## src/include/lms_pkg.sv

```systemverilog
package lms_pkg;

  // Register offsets
  localparam logic [11:0] SKIP_COUNT_ADDR = 12'h036;
  localparam logic [11:0] JITTER_WINDOW_ADDR = 12'h039;
  localparam logic [11:0] SYNC_MODE_ADDR = 12'h03a;
  localparam logic [11:0] SYNC_CTRL_ADDR = 12'h03b;
  localparam logic [11:0] MF_DELAY_ADDR = 12'h304;
  localparam logic [11:0] RELEASE_DELAY_ADDR = 12'h306;
  localparam logic [11:0] SUBCLASS_ADDR = 12'h458;

  // Field positions
  localparam int CTRL_ENABLE_BIT = 0;
  localparam int CTRL_RAMP_BIT = 1;
  localparam int MODE_ARM_BIT = 1;
  localparam int MODE_DONE_BIT = 4;
  localparam int SUBCLASS_LSB = 5;
  localparam int WINDOW_MSB = 5;

  // Reset values and field codes
  localparam logic [7:0] REG_RESET = 8'h00;
  localparam logic [2:0] SUBCLASS_ONE = 3'h1;

  // Timing and lane width
  localparam int FRAMES_PER_MF = 32;
  localparam int OCTETS_PER_PCLK = 4;
  localparam int MAX_RELEASE_DELAY = 12;
  localparam int LANE_DATA_W = 8 * OCTETS_PER_PCLK;

  typedef enum {
    SYNC_IDLE,
    SYNC_ARMED,
    SYNC_RUN
  } lms_state_type;

  typedef struct packed {
    logic valid;
    logic [LANE_DATA_W-1:0] data;
  } lms_beat_type;

  typedef struct packed {
    logic wrEn;
    logic rdEn;
    logic [11:0] addr;
    logic [7:0] wrData;
  } lms_regreq_type;

endpackage

```

## src/lms_sync.sv

```systemverilog
`timescale 1ns/1ps
module lms_sync #(
  parameter int OCTETS_PER_FRAME = 1,
  parameter int DAC_PER_PCLK = 16
) (
  // Clock and reset
  input wire logic ref_clk,
  input wire logic reset,
  // Register port
  input wire lms_pkg::lms_regreq_type regReq,
  output logic [7:0] regRdData,
  // Alignment reference, sampled
  input wire logic alignRef,
  // Lane data
  input wire lms_pkg::lms_beat_type laneIn,
  output lms_pkg::lms_beat_type laneOut,
  // Link status
  output logic linkSyncOut,
  output logic localMfClock,
  output logic rampActive,
  output logic alignmentJitterInterrupt
);

  localparam int MF_CYCLES = lms_pkg::FRAMES_PER_MF * OCTETS_PER_FRAME
    / lms_pkg::OCTETS_PER_PCLK;
  localparam int DEPTH = lms_pkg::MAX_RELEASE_DELAY + 1;

  ////////////////////////////////////////////////////////////////////////////
  // Registers
  logic [7:0] skipCount_q, skipCount_d;
  logic [7:0] jitterWin_q, jitterWin_d;
  logic [7:0] ctrl_q, ctrl_d;
  logic [7:0] mfDelay_q, mfDelay_d;
  logic [7:0] relDelay_q, relDelay_d;
  logic [7:0] subclassCfg_q, subclassCfg_d;
  logic arm_q, arm_d;
  logic done_q, done_d;
  logic [7:0] rdData_q, rdData_d;
  logic armRise;
  logic subclassOne;

  assign armRise = regReq.wrEn && regReq.addr == lms_pkg::SYNC_MODE_ADDR
    && regReq.wrData[lms_pkg::MODE_ARM_BIT] && !arm_q;
  assign subclassOne = subclassCfg_q[7:lms_pkg::SUBCLASS_LSB] == lms_pkg::SUBCLASS_ONE;

  ////////////////////////////////////////////////////////////////////////////
  // Sync state
  lms_pkg::lms_state_type state_q, state_d;
  logic [7:0] skipLeft_q, skipLeft_d;
  logic [7:0] mfCnt_q, mfCnt_d;
  logic refPrev_q, refPrev_d;
  logic jitter_q, jitter_d;
  logic linkSync_q, linkSync_d;
  logic localMf_q, localMf_d;
  logic ramp_q, ramp_d;
  logic refRise;
  logic alignEdge;
  logic alignNow;
  logic [7:0] mfDist;
  logic [15:0] devDac;

  assign refRise = alignRef && !refPrev_q;
  assign alignEdge = subclassOne ? refRise : 1'b1;
  assign alignNow = state_q == lms_pkg::SYNC_ARMED && alignEdge
    && (!subclassOne || skipLeft_q == 8'h00);
  assign mfDist = (mfCnt_q < 8'(MF_CYCLES / 2)) ? mfCnt_q : 8'(MF_CYCLES) - mfCnt_q;
  assign devDac = 16'(mfDist) * 16'(DAC_PER_PCLK);

  always_comb begin
    skipCount_d = skipCount_q;
    jitterWin_d = jitterWin_q;
    ctrl_d = ctrl_q;
    mfDelay_d = mfDelay_q;
    relDelay_d = relDelay_q;
    subclassCfg_d = subclassCfg_q;
    arm_d = arm_q;
    rdData_d = 8'h00;
    if (regReq.wrEn) begin
      unique case (regReq.addr)
        lms_pkg::SKIP_COUNT_ADDR: skipCount_d = regReq.wrData;
        lms_pkg::JITTER_WINDOW_ADDR: jitterWin_d = regReq.wrData;
        lms_pkg::SYNC_MODE_ADDR: arm_d = regReq.wrData[lms_pkg::MODE_ARM_BIT];
        lms_pkg::SYNC_CTRL_ADDR: ctrl_d = regReq.wrData;
        lms_pkg::MF_DELAY_ADDR: mfDelay_d = regReq.wrData;
        lms_pkg::RELEASE_DELAY_ADDR: relDelay_d = regReq.wrData;
        lms_pkg::SUBCLASS_ADDR: subclassCfg_d = regReq.wrData;
        default: ;
      endcase
    end
    if (regReq.rdEn) begin
      unique case (regReq.addr)
        lms_pkg::SKIP_COUNT_ADDR: rdData_d = skipCount_q;
        lms_pkg::JITTER_WINDOW_ADDR: rdData_d = jitterWin_q;
        lms_pkg::SYNC_MODE_ADDR: begin
          rdData_d[lms_pkg::MODE_ARM_BIT] = arm_q;
          rdData_d[lms_pkg::MODE_DONE_BIT] = done_q;
        end
        lms_pkg::SYNC_CTRL_ADDR: rdData_d = ctrl_q;
        lms_pkg::MF_DELAY_ADDR: rdData_d = mfDelay_q;
        lms_pkg::RELEASE_DELAY_ADDR: rdData_d = relDelay_q;
        lms_pkg::SUBCLASS_ADDR: rdData_d = subclassCfg_q;
        default: rdData_d = 8'h00;
      endcase
    end
  end

  always_comb begin
    state_d = state_q;
    skipLeft_d = skipLeft_q;
    done_d = done_q;
    jitter_d = jitter_q;
    linkSync_d = linkSync_q;
    refPrev_d = alignRef;
    mfCnt_d = (mfCnt_q == 8'(MF_CYCLES - 1)) ? 8'h00 : mfCnt_q + 8'h01;
    localMf_d = mfCnt_q == mfDelay_q;
    ramp_d = ctrl_q[lms_pkg::CTRL_RAMP_BIT] && state_q == lms_pkg::SYNC_ARMED;
    unique case (state_q)
      lms_pkg::SYNC_IDLE, lms_pkg::SYNC_RUN: begin
        if (armRise && ctrl_q[lms_pkg::CTRL_ENABLE_BIT]) begin
          state_d = lms_pkg::SYNC_ARMED;
          skipLeft_d = skipCount_q;
          done_d = 1'b0;
          jitter_d = 1'b0;
          linkSync_d = 1'b0;
        end
        // Jitter event wins over a clear in the same cycle
        if (state_q == lms_pkg::SYNC_RUN && subclassOne && refRise
            && devDac > 16'(jitterWin_q[lms_pkg::WINDOW_MSB:0])) begin
          jitter_d = 1'b1;
        end
      end
      lms_pkg::SYNC_ARMED: begin
        if (alignNow) begin
          state_d = lms_pkg::SYNC_RUN;
          mfCnt_d = 8'h01;
          done_d = 1'b1;
          linkSync_d = 1'b1;
        end else if (alignEdge && subclassOne) begin
          skipLeft_d = skipLeft_q - 8'h01;
        end
      end
    endcase
  end

  ////////////////////////////////////////////////////////////////////////////
  // Receive buffer delay
  lms_pkg::lms_beat_type pipe_q [DEPTH];
  lms_pkg::lms_beat_type pipe_d [DEPTH];
  lms_pkg::lms_beat_type laneOut_d, laneOut_q;
  logic [3:0] tap;

  assign tap = (relDelay_q > 8'(lms_pkg::MAX_RELEASE_DELAY))
    ? 4'(lms_pkg::MAX_RELEASE_DELAY) : relDelay_q[3:0];

  genvar gi;
  generate
    for (gi = 0; gi < DEPTH; gi++) begin : g_pipe
      if (gi == 0) begin : g_head
        assign pipe_d[gi] = laneIn;
      end else begin : g_tail
        assign pipe_d[gi] = pipe_q[gi-1];
      end
      always_ff @(posedge ref_clk) begin
        if (reset) begin
          pipe_q[gi] <= '0;
        end else begin
          pipe_q[gi] <= pipe_d[gi];
        end
      end
    end
  endgenerate

  always_comb begin
    laneOut_d = pipe_d[tap];
    laneOut_d.valid = pipe_d[tap].valid && linkSync_q;
  end

  always_ff @(posedge ref_clk) begin
    if (reset) begin
      skipCount_q <= lms_pkg::REG_RESET;
      jitterWin_q <= lms_pkg::REG_RESET;
      ctrl_q <= lms_pkg::REG_RESET;
      mfDelay_q <= lms_pkg::REG_RESET;
      relDelay_q <= lms_pkg::REG_RESET;
      subclassCfg_q <= lms_pkg::REG_RESET;
      arm_q <= 1'b0;
      done_q <= 1'b0;
      rdData_q <= 8'h00;
      state_q <= lms_pkg::SYNC_IDLE;
      skipLeft_q <= 8'h00;
      mfCnt_q <= 8'h00;
      refPrev_q <= 1'b0;
      jitter_q <= 1'b0;
      linkSync_q <= 1'b0;
      localMf_q <= 1'b0;
      ramp_q <= 1'b0;
      laneOut_q <= '0;
    end else begin
      skipCount_q <= skipCount_d;
      jitterWin_q <= jitterWin_d;
      ctrl_q <= ctrl_d;
      mfDelay_q <= mfDelay_d;
      relDelay_q <= relDelay_d;
      subclassCfg_q <= subclassCfg_d;
      arm_q <= arm_d;
      done_q <= done_d;
      rdData_q <= rdData_d;
      state_q <= state_d;
      skipLeft_q <= skipLeft_d;
      mfCnt_q <= mfCnt_d;
      refPrev_q <= refPrev_d;
      jitter_q <= jitter_d;
      linkSync_q <= linkSync_d;
      localMf_q <= localMf_d;
      ramp_q <= ramp_d;
      laneOut_q <= laneOut_d;
    end
  end

  assign regRdData = rdData_q;
  assign laneOut = laneOut_q;
  assign linkSyncOut = linkSync_q;
  assign localMfClock = localMf_q;
  assign rampActive = ramp_q;
  assign alignmentJitterInterrupt = jitter_q;
endmodule

```

## config.mk

```make
export PLATFORM = sky130hd
export DESIGN_NAME = lms_sync
export DESIGN_NICKNAME = d
export VERILOG_FILES = /design/src/include/lms_pkg.sv /design/src/lms_sync.sv
export SDC_FILE = /design/constraint.sdc
export NUM_CORES = 1
export LEC_CHECK = 0
export ABC_AREA = 1
export BUFFER_PORTS_ARGS = -buffer_cell sky130_fd_sc_hd__buf_2
export CAP_MARGIN = 40
export CORE_ASPECT_RATIO = 1.1
export CORE_MARGIN = 5
export CORE_UTILIZATION = 25
export DETAILED_ROUTE_END_ITERATION = 6
export GPL_TIMING_DRIVEN = 0
export MAX_ROUTING_LAYER = met4
export PLACE_DENSITY_LB_ADDON = 0.2
export SYNTH_ARGS = -nofsm -noshare
export SYNTH_HDL_FRONTEND = slang
export SYNTH_SLANG_ARGS = --single-unit
```

## constraint.sdc

```tcl
create_clock -name ref_clk -period 5.3 [get_ports ref_clk]
set_input_delay 1.59 -clock ref_clk [delete_from_list [all_inputs] [get_ports ref_clk]]
set_output_delay 1.59 -clock ref_clk [all_outputs]
set_load 0.03 [all_outputs]
```

# [Yosys cells after proc, flatten, opt, wreduce, memory -nomap -nowiden]
# Memory sizes are Yosys's and may differ from the RTL's.
# Index checks and enable logic that the tools add are counted.
# Widths: inputs -> output; s select.
[word_totals] wordCells=132 ram_bits=429 in_bits=58 out_inout_bits=45 memories=1 ff_bits=143
[memory_table] name="pipe_q" words=13 word_bits=33 read_ports=12 rd_ports_with_merged_regs=0 wr=13 line_no="lms_sync.sv:147" text="lms_pkg::lms_beat_type pipe_q [DEPTH];"
[classes] magnitude_cmp=4 eq_ne=18 mux=41 reduce_logical=32 n_addsub=3 bitwise=15
[ops] operator="$mux 33" count=15
[ops] operator="$bmux 33 s4" count=1
[ops] operator="$eq 32x2->1 const B" count=2
[ops] operator="$mux 32" count=2
[ops] operator="$pmux 32 s2" count=1
[ops] operator="$mux 8" count=7
[ops] operator="$eq 12x6->1 const B" count=4
[ops] operator="$eq 32x1->1 const B" count=1
[ops] operator="$eq 32x3->1 const B" count=1
[ops] operator="$logic_not 32->1" count=1
[ops] operator="$eq 12x10->1 const B" count=2
[ops] operator="$pmux 3 s6" count=1
[ops] operator="$reduce_and 2->1" count=9
[ops] operator="$pmux 8 s2" count=1
[ops] operator="$pmux 1 s7" count=2
[ops] operator="$logic_and 1x1->1" count=13
[ops] operator="$or 1x1->1" count=13
[ops] operator="$eq 12x11->1 const B" count=1
[ops] operator="$gt 12x6->1" count=1
[ops] operator="$pmux 2 s6" count=1
[ops] operator="$add 8x1->8 const B" count=1
[ops] operator="$eq 8x3->1 const B" count=1
[ops] operator="$eq 8x8->1" count=1
[ops] operator="$gt 8x4->1 const B" count=1
[ops] operator="18 further kinds" count=30

# [Longest topological paths before layout]
# Gate-level depths: netlist of run 1.
[logic_depth] word_depth=7 depth_mapped=14 depth_no_buf=13

# [Worst setup path before layout of run 1]
# Ideal clock, no wire load.
[synth_timing] kind="input to register" start="input port regReq[19] in the netlist's numbering" end="register skipLeft_q[5]" arrival_time_ps=2772 required_ps=5185 path_slack_ps=2413 stages=9 setup_time_ps=115 path_cell_list="nor2_1 -> nand2_1 -> nor3_1 -> nand4_1 -> nand2_1 -> buf_4 -> nand3_1 -> nand2_1 -> nor2_1"
[synth_via] elab_chain_len=7
[synth_rtl] item="start: declaration" line_no="lms_sync.sv:10" text="input wire lms_pkg::lms_regreq_type regReq,"
[synth_rtl] item="$eq 12x6->1" line_no="lms_sync.sv:42" text="assign armRise = regReq.wrEn && regReq.addr == lms_pkg::SYNC_MODE_ADDR"
[synth_rtl] item="$logic_and 1x1->1" line_no="lms_sync.sv:42"
[synth_rtl] item="$logic_and 1x1->1 (2 in a row)" line_no="lms_sync.sv:43" text="&& regReq.wrData[lms_pkg::MODE_ARM_BIT] && !arm_q;"
[synth_rtl] item="$logic_and 1x1->1" line_no="lms_sync.sv:119" text="if (armRise && ctrl_q[lms_pkg::CTRL_ENABLE_BIT]) begin"
[synth_rtl] item="$ne 2x2->1 (no source line)"
[synth_rtl] item="$reduce_and 3->1 (no source line)"
[synth_rtl] item="end signal: assignment" line_no="lms_sync.sv:209" text="skipLeft_q <= skipLeft_d;"
[synth_rtl] item="end: declaration" line_no="lms_sync.sv:49" text="logic [7:0] skipLeft_q, skipLeft_d;"
# No other way between the ends.
# A chain may end at the register's enable or synchronous reset.

==> results.json, run 1 <==
{
  "vias": 16200,
  "grt_pass1_vias": 16200,
  "portBuffers": 100,
  "min_period_over_period_pct": 58.6,
  "drt-pass1-iter-count": 6,
  "dieArea_um2": 85600,
  "areaGrowthSynthToFinish_pct": 18.3,
  "required_ps": 5770,
  "hp-class": "reg -> reg",
  "hold_viol": 0,
  "clockPowerShare_pct": 47.2,
  "fin_cells": 4143,
  "yosysMostFrequentCell": "nand2_1",
  "cap_violations": 0,
  "yosys_register_bits": 508,
  "die_y_um": 306,
  "slew_violations": 0,
  "start_util_pct": 25.3,
  "core_um2": 79100,
  "arrival_ps": 3570,
  "cts_resized": 0,
  "cp_slowest_cell": "clkbuf_1",
  "synth_area_leaders": "dfxtp_1 (51%), nand2_1 (13%), nor2_1 (10%)",
  "rows": 108,
  "drc": 0,
  "period_minus_slack_ps": 3110,
  "gp_congestion": 0.839,
  "yosysWarnings": 0,
  "synth.yosys.seq_area_share_pct": 50.9,
  "powerDensity_nw_per_um2": 339,
  "path_class": "in -> reg",
  "peakVddDrop_v": 0.000226,
  "drive_above_1_share_pct": 7.56,
  "start_kind": "input port",
  "synth_edf_count": 0,
  "insertion_delay_ps": 610,
  "power.leakage_nw": 10.2,
  "synth_common_cells": "nand2_1 (667), nor2_1 (552), inv_1 (516)",
  "synth_nets": 2957,
  "cts_hold_buf": 0,
  "finClkSkew_ps": 26.4,
  "ctsHtreeMaxLevel": 2,
  "synth_top_area_share_pct": 50.9,
  "cts_tree": "built",
  "p_int_mw": 6.11,
  "worstPathCellList": "clkbuf_1 > clkbuf_1 > clkbuf_1 > nor2_1",
  "synth_largest_area_cell": "dfxtp_1",
  "p_switching_mw": 1.90,
  "setup_slack_ps": 2190,
  "antenna_found_initial": 0,
  "rsz0062_at_grt": "no",
  "wl_mm": 59.5,
  "path_common_cell": "clkbuf_1",
  "clkTransAtPathRegs_ps": 60,
  "cts-root-buf": "clkbuf_16",
  "fp.dieW_um": 279,
  "dp.cells": 4046,
  "tns_ps": 0,
  "avgViaCountPerCell": 3.92,
  "syn_inst": 2893,
  "status": "finished clean",
  "cts_inserted_buffers": 55,
  "grt_remaining_overflow": 0,
  "cts_buffer_depth": 3,
  "p_seq_share_pct": 48.6,
  "postCtsSetupBuffers": 0,
  "switching_share_pct": 23.7,
  "p_total_mw": 8.01,
  "hpwl_mm": 45.6,
  "worstPathMaxFanout": 10,
  "grt_max_degree": 16,
  "setup-violations-final": 0,
  "relSlewSlack_pct": 38.8,
  "cts.sinks": 508,
  "grt_pass1_wl_mm": 92.1,
  "synth_area_um2": 20000,
  "max_freq_mhz": 322,
  "drt_iter0_markers": 859,
  "wl_per_cell_um": 14.4,
  "dpl_worst_slack_ps": 1450,
  "combPwrFrac_pct": 4.2,
  "syn_area_per_cell_um2": 6.90,
  "ys.flop_type": "dfxtp_1",
  "io_pins": 103,
  "track_usage_pct": 14.1,
  "tightest_slew_ps": 912,
  "cpPeakStageDelay_ps": 660,
  "cp-end-kind": "flop",
  "drtAntennaViolNets": 0,
  "synthDistinctLibCells": 33,
  "nNetsFinal": 3122,
  "synthArstFlopShare_pct": 0
}
## logic make-up (layout without fill, tap and decap cells)
logic type / Yosys count / in the layout / share of synthesized area, %
and+or+nand+nor: 1477 / 1477 / 29.5
buffers and inverters: 666 / 870 / 12.8
DFF: 508 / 508 / 50.9
AOI/OAI and AO/OA: 229 / 229 / 6.07
xor gates and xnor gates: 7 / 7 / 0.307
adders and majority gates: 6 / 6 / 0.376
other: 0 / 1 / 0
## through the flow
stage	area (um2)	hold WS, ps	utilization (%)
global route	23600	423	29.9
detailed placement	21800	409	27.6
global placement	21800	406	27.5
CTS	23600	388	29.9
floorplan	20000	403	-
finish	23600	400	29.9
## sequential cells by signal, indices dropped and copies added (netlist names), 8 cells and up
signal / flops
ctrl_q: 8
jitterWin_q: 8
laneOut: 33
mfCnt_q: 8
mfDelay_q: 8
pipe_q: 396
regRdData: 8
relDelay_q: 8
skipCount_q: 8
skipLeft_q: 8
subclassCfg_q: 8
## worst max-delay path, delay by kind of cell
family	cells	cell delay [ps]
buf+inv	3	1860
simple gates	1	110
## power by group through the flow
stage	combinational [mW]	sequential [mW]	clock (mW)
3_3_place_gp	0.340	3.98	0
3_5_place_dp	0.344	3.98	0
5_1_grt	0.379	3.90	4.04
2_1_floorplan	0.168	4.00	0
6_report	0.335	3.89	3.78
4_1_cts	0.345	3.89	3.89
## layout by cell type (no fill, tap or decap), types with 11 or more instances in the layout
master,Yosys,routed
nor3_1,18,18
nand3_1,233,233
clkbuf_1,104,114
buf_2,25,126
clkinv_2,0,11
clkbuf_16,0,55
inv_1,516,516
a21oi_1,132,132
clkbuf_8,0,13
o21ai_0,59,59
nand2_1,667,667
o22ai_1,25,25
dfxtp_1,508,508
nor2_1,552,552
buf_1,11,11
## metal layers
layer / routed length, um / vias up / share of wire, % / global-route usage [%]
met1: 27300 / 6913 / 46 / 17.7
met2: 28700 / 260 / 48 / 24.1
met3: 2170 / 91 / 3.6 / 1.98
met5: 0 / - / 0 / -
met4: 1320 / 0 / 2.2 / 3.49
li1: - / 8969 / - / -
## layout make-up
class	count	area (um2)
fill	8798	55400
tap	1045	1310
sequential	508	10200
multi-input combinational	1719	7230
buffer	148	617
clock inverter	18	168
timing repair buffer	108	581
inverter	518	1940
clock buffer	78	1590
antenna	1	2.50
## final timing paths
kind,startpoint,cells past startpoint,endpoint,slack (ps)
max,reset,4,pipe_q[2][129],2190
min reg2reg,pipe_q[2][53],2,pipe_q[2][86],400
min,pipe_q[2][53],2,pipe_q[2][86],400
max reg2reg,relDelay_q[0],11,laneOut[22],2200
(Power assumes the default switching activity.)
==> run 2: changes to the inputs <==
Clock period 5.3 ns to 2.7 ns, I/O delays scaled along.
==> run 2 against run 1 <==
  * Sequential power is 96% higher
  * Clock power is 96% higher
  * Utilization grew 0.10 points
  * Largest power group unchanged
  * Highest routed layer unchanged
  * Sequential share of layout area down 0.15 points
  * Critical path type is now reg -> reg
  * Total power is 96% higher
  * First-iteration DRC count fell by 5.8%
  * Critical endpoint is now laneOut[16]
==> results.json, run 2 (synthesis results as in run 1) <==
{
  "status": "finished clean",
  "hold_viol": 0,
  "cts_tree": "built",
  "p_switching_mw": 3.72,
  "switching_share_pct": 23.7,
  "portBuffers": 100,
  "setup-violations-final": 0,
  "combPwrFrac_pct": 4.2,
  "cts.sinks": 508,
  "max_freq_mhz": 381,
  "path_class": "reg -> reg",
  "drt-pass1-iter-count": 5,
  "power.leakage_nw": 10.2,
  "fin_cells": 4145,
  "dieArea_um2": 85600,
  "wl_per_cell_um": 14.4,
  "start_kind": "flop",
  "drtAntennaViolNets": 0,
  "final_cell_mix": "nand2_1 (666), nor2_1 (551), inv_1 (516)",
  "largest_register": "pipe_q",
  "clockPowerShare_pct": 47.2,
  "drive_above_1_share_pct": 8.39,
  "slew_violations": 0,
  "arrival_ps": 3090,
  "avgViaCountPerCell": 3.92,
  "grt_pass1_wl_mm": 92.1,
  "insertion_delay_ps": 610,
  "drc": 0,
  "drt_iter0_markers": 809,
  "stdcell_area_um2": 23700,
  "period_minus_slack_ps": 2620,
  "antenna_found_initial": 0,
  "ctsHtreeMaxLevel": 2,
  "post-route-util_pct": 30.0,
  "fp.dieW_um": 279,
  "cts_inserted_buffers": 55,
  "core_um2": 79100,
  "cp-end-kind": "flop",
  "hpwl_mm": 45.6,
  "relSlewSlack_pct": 40.8,
  "wl_mm": 59.5,
  "start_util_pct": 25.3,
  "nNetsFinal": 3123,
  "track_usage_pct": 14.1,
  "cts-root-buf": "clkbuf_16",
  "p_seq_share_pct": 48.6,
  "required_ps": 3160,
  "dp.cells": 4046,
  "tightest_slew_ps": 882,
  "largest_reg_flops": 396,
  "vias": 16200,
  "io_pins": 103,
  "powerDensity_nw_per_um2": 663,
  "peakVddDrop_v": 0.000444,
  "gp_congestion": 0.839,
  "critPathLaunch": "relDelay_q[0]",
  "r2r_start": "relDelay_q[0]",
  "areaGrowthSynthToFinish_pct": 18.7,
  "final_common_cell": "nand2_1",
  "worstPathMaxFanout": 10,
  "die_y_um": 306,
  "clkTransAtPathRegs_ps": 60,
  "placed_area_um2": 21800,
  "grt_remaining_overflow": 0,
  "rows": 108,
  "p_int_mw": 12.0,
  "hp-class": "reg -> reg",
  "grt_pass1_vias": 16200,
  "cap_violations": 0,
  "grt_max_degree": 16,
  "hp-start": "pipe_q[2][4]",
  "min_period_over_period_pct": 97.2,
  "cts_buffer_depth": 3,
  "finClkSkew_ps": 28.2,
  "rsz0062_at_grt": "yes"
}
run 2: area by class of cell:
class	instances	area (um2)
repair buffers	109	588
clock inverters	18	168
fillers	8784	55400
diodes	2	5.00
clock buffers	78	1590
well taps	1045	1310
inverters	518	1940
multi-input cells	1719	7280
flip-flops and latches	508	10200
plain buffers	148	639
run 2: power by group through the flow:
stage	sequential, mW	combinational [mW]	clock, mW
detailed placement	7.81	0.676	0
global placement	7.81	0.667	0
finish	7.64	0.663	7.41
CTS	7.65	0.678	7.64
global route	7.65	0.749	7.93
floorplan	7.86	0.329	0
run 2: per-layer routing:
metal	global-route usage [%]	wire (um)	vias up	part of all wire [%]
met1	17.7	27400	6938	46
met4	3.49	1360	0	2.3
li1	-	-	8971	-
met3	1.97	2020	91	3.4
met5	-	0	-	0
met2	24.1	28800	231	48
run 2: critical path, cell delays in order (launching register included):
cell and delay, ps:
dfxtp_1 320, inv_2 50, buf_4 230, a21oi_2 100, nor2_4 260, nand2_2 270
buf_2 300, buf_4 210, nand3_1 100, nand3_1 110, a21oi_1 420, nor2_1 70
run 2: per-stage QoR:
| stage | worst slack [ps] | hold WS [ps] | total power, mW | TNS (ps) |
|---|---|---|---|---|
| after floorplan | 593 | 403 | 8.19 | 0 |
| after global placement | -617 | 406 | 8.48 | -58680 |
| after detailed placement | -476 | 409 | 8.49 | -35450 |
| after CTS | 27.6 | 374 | 16.0 | 0 |
| after global routing | -42.1 | 392 | 16.3 | -88.4 |
| final | 75.6 | 401 | 15.7 | 0 |
run 2: final timing paths:
path / cells past startpoint / slack [ps] / to
max: 11 / 80 / laneOut[16]
min reg2reg: 2 / 400 / pipe_q[2][37]
max reg2reg: 11 / 80 / laneOut[16]
min: 2 / 400 / pipe_q[2][37]
run 2: repair_timing:
item	in CTS	in global routing
pin swaps	1	0
gates resized for setup	10	22
endpoints found under the setup margin	33	24
hold buffers	0	0
setup buffers	1	0
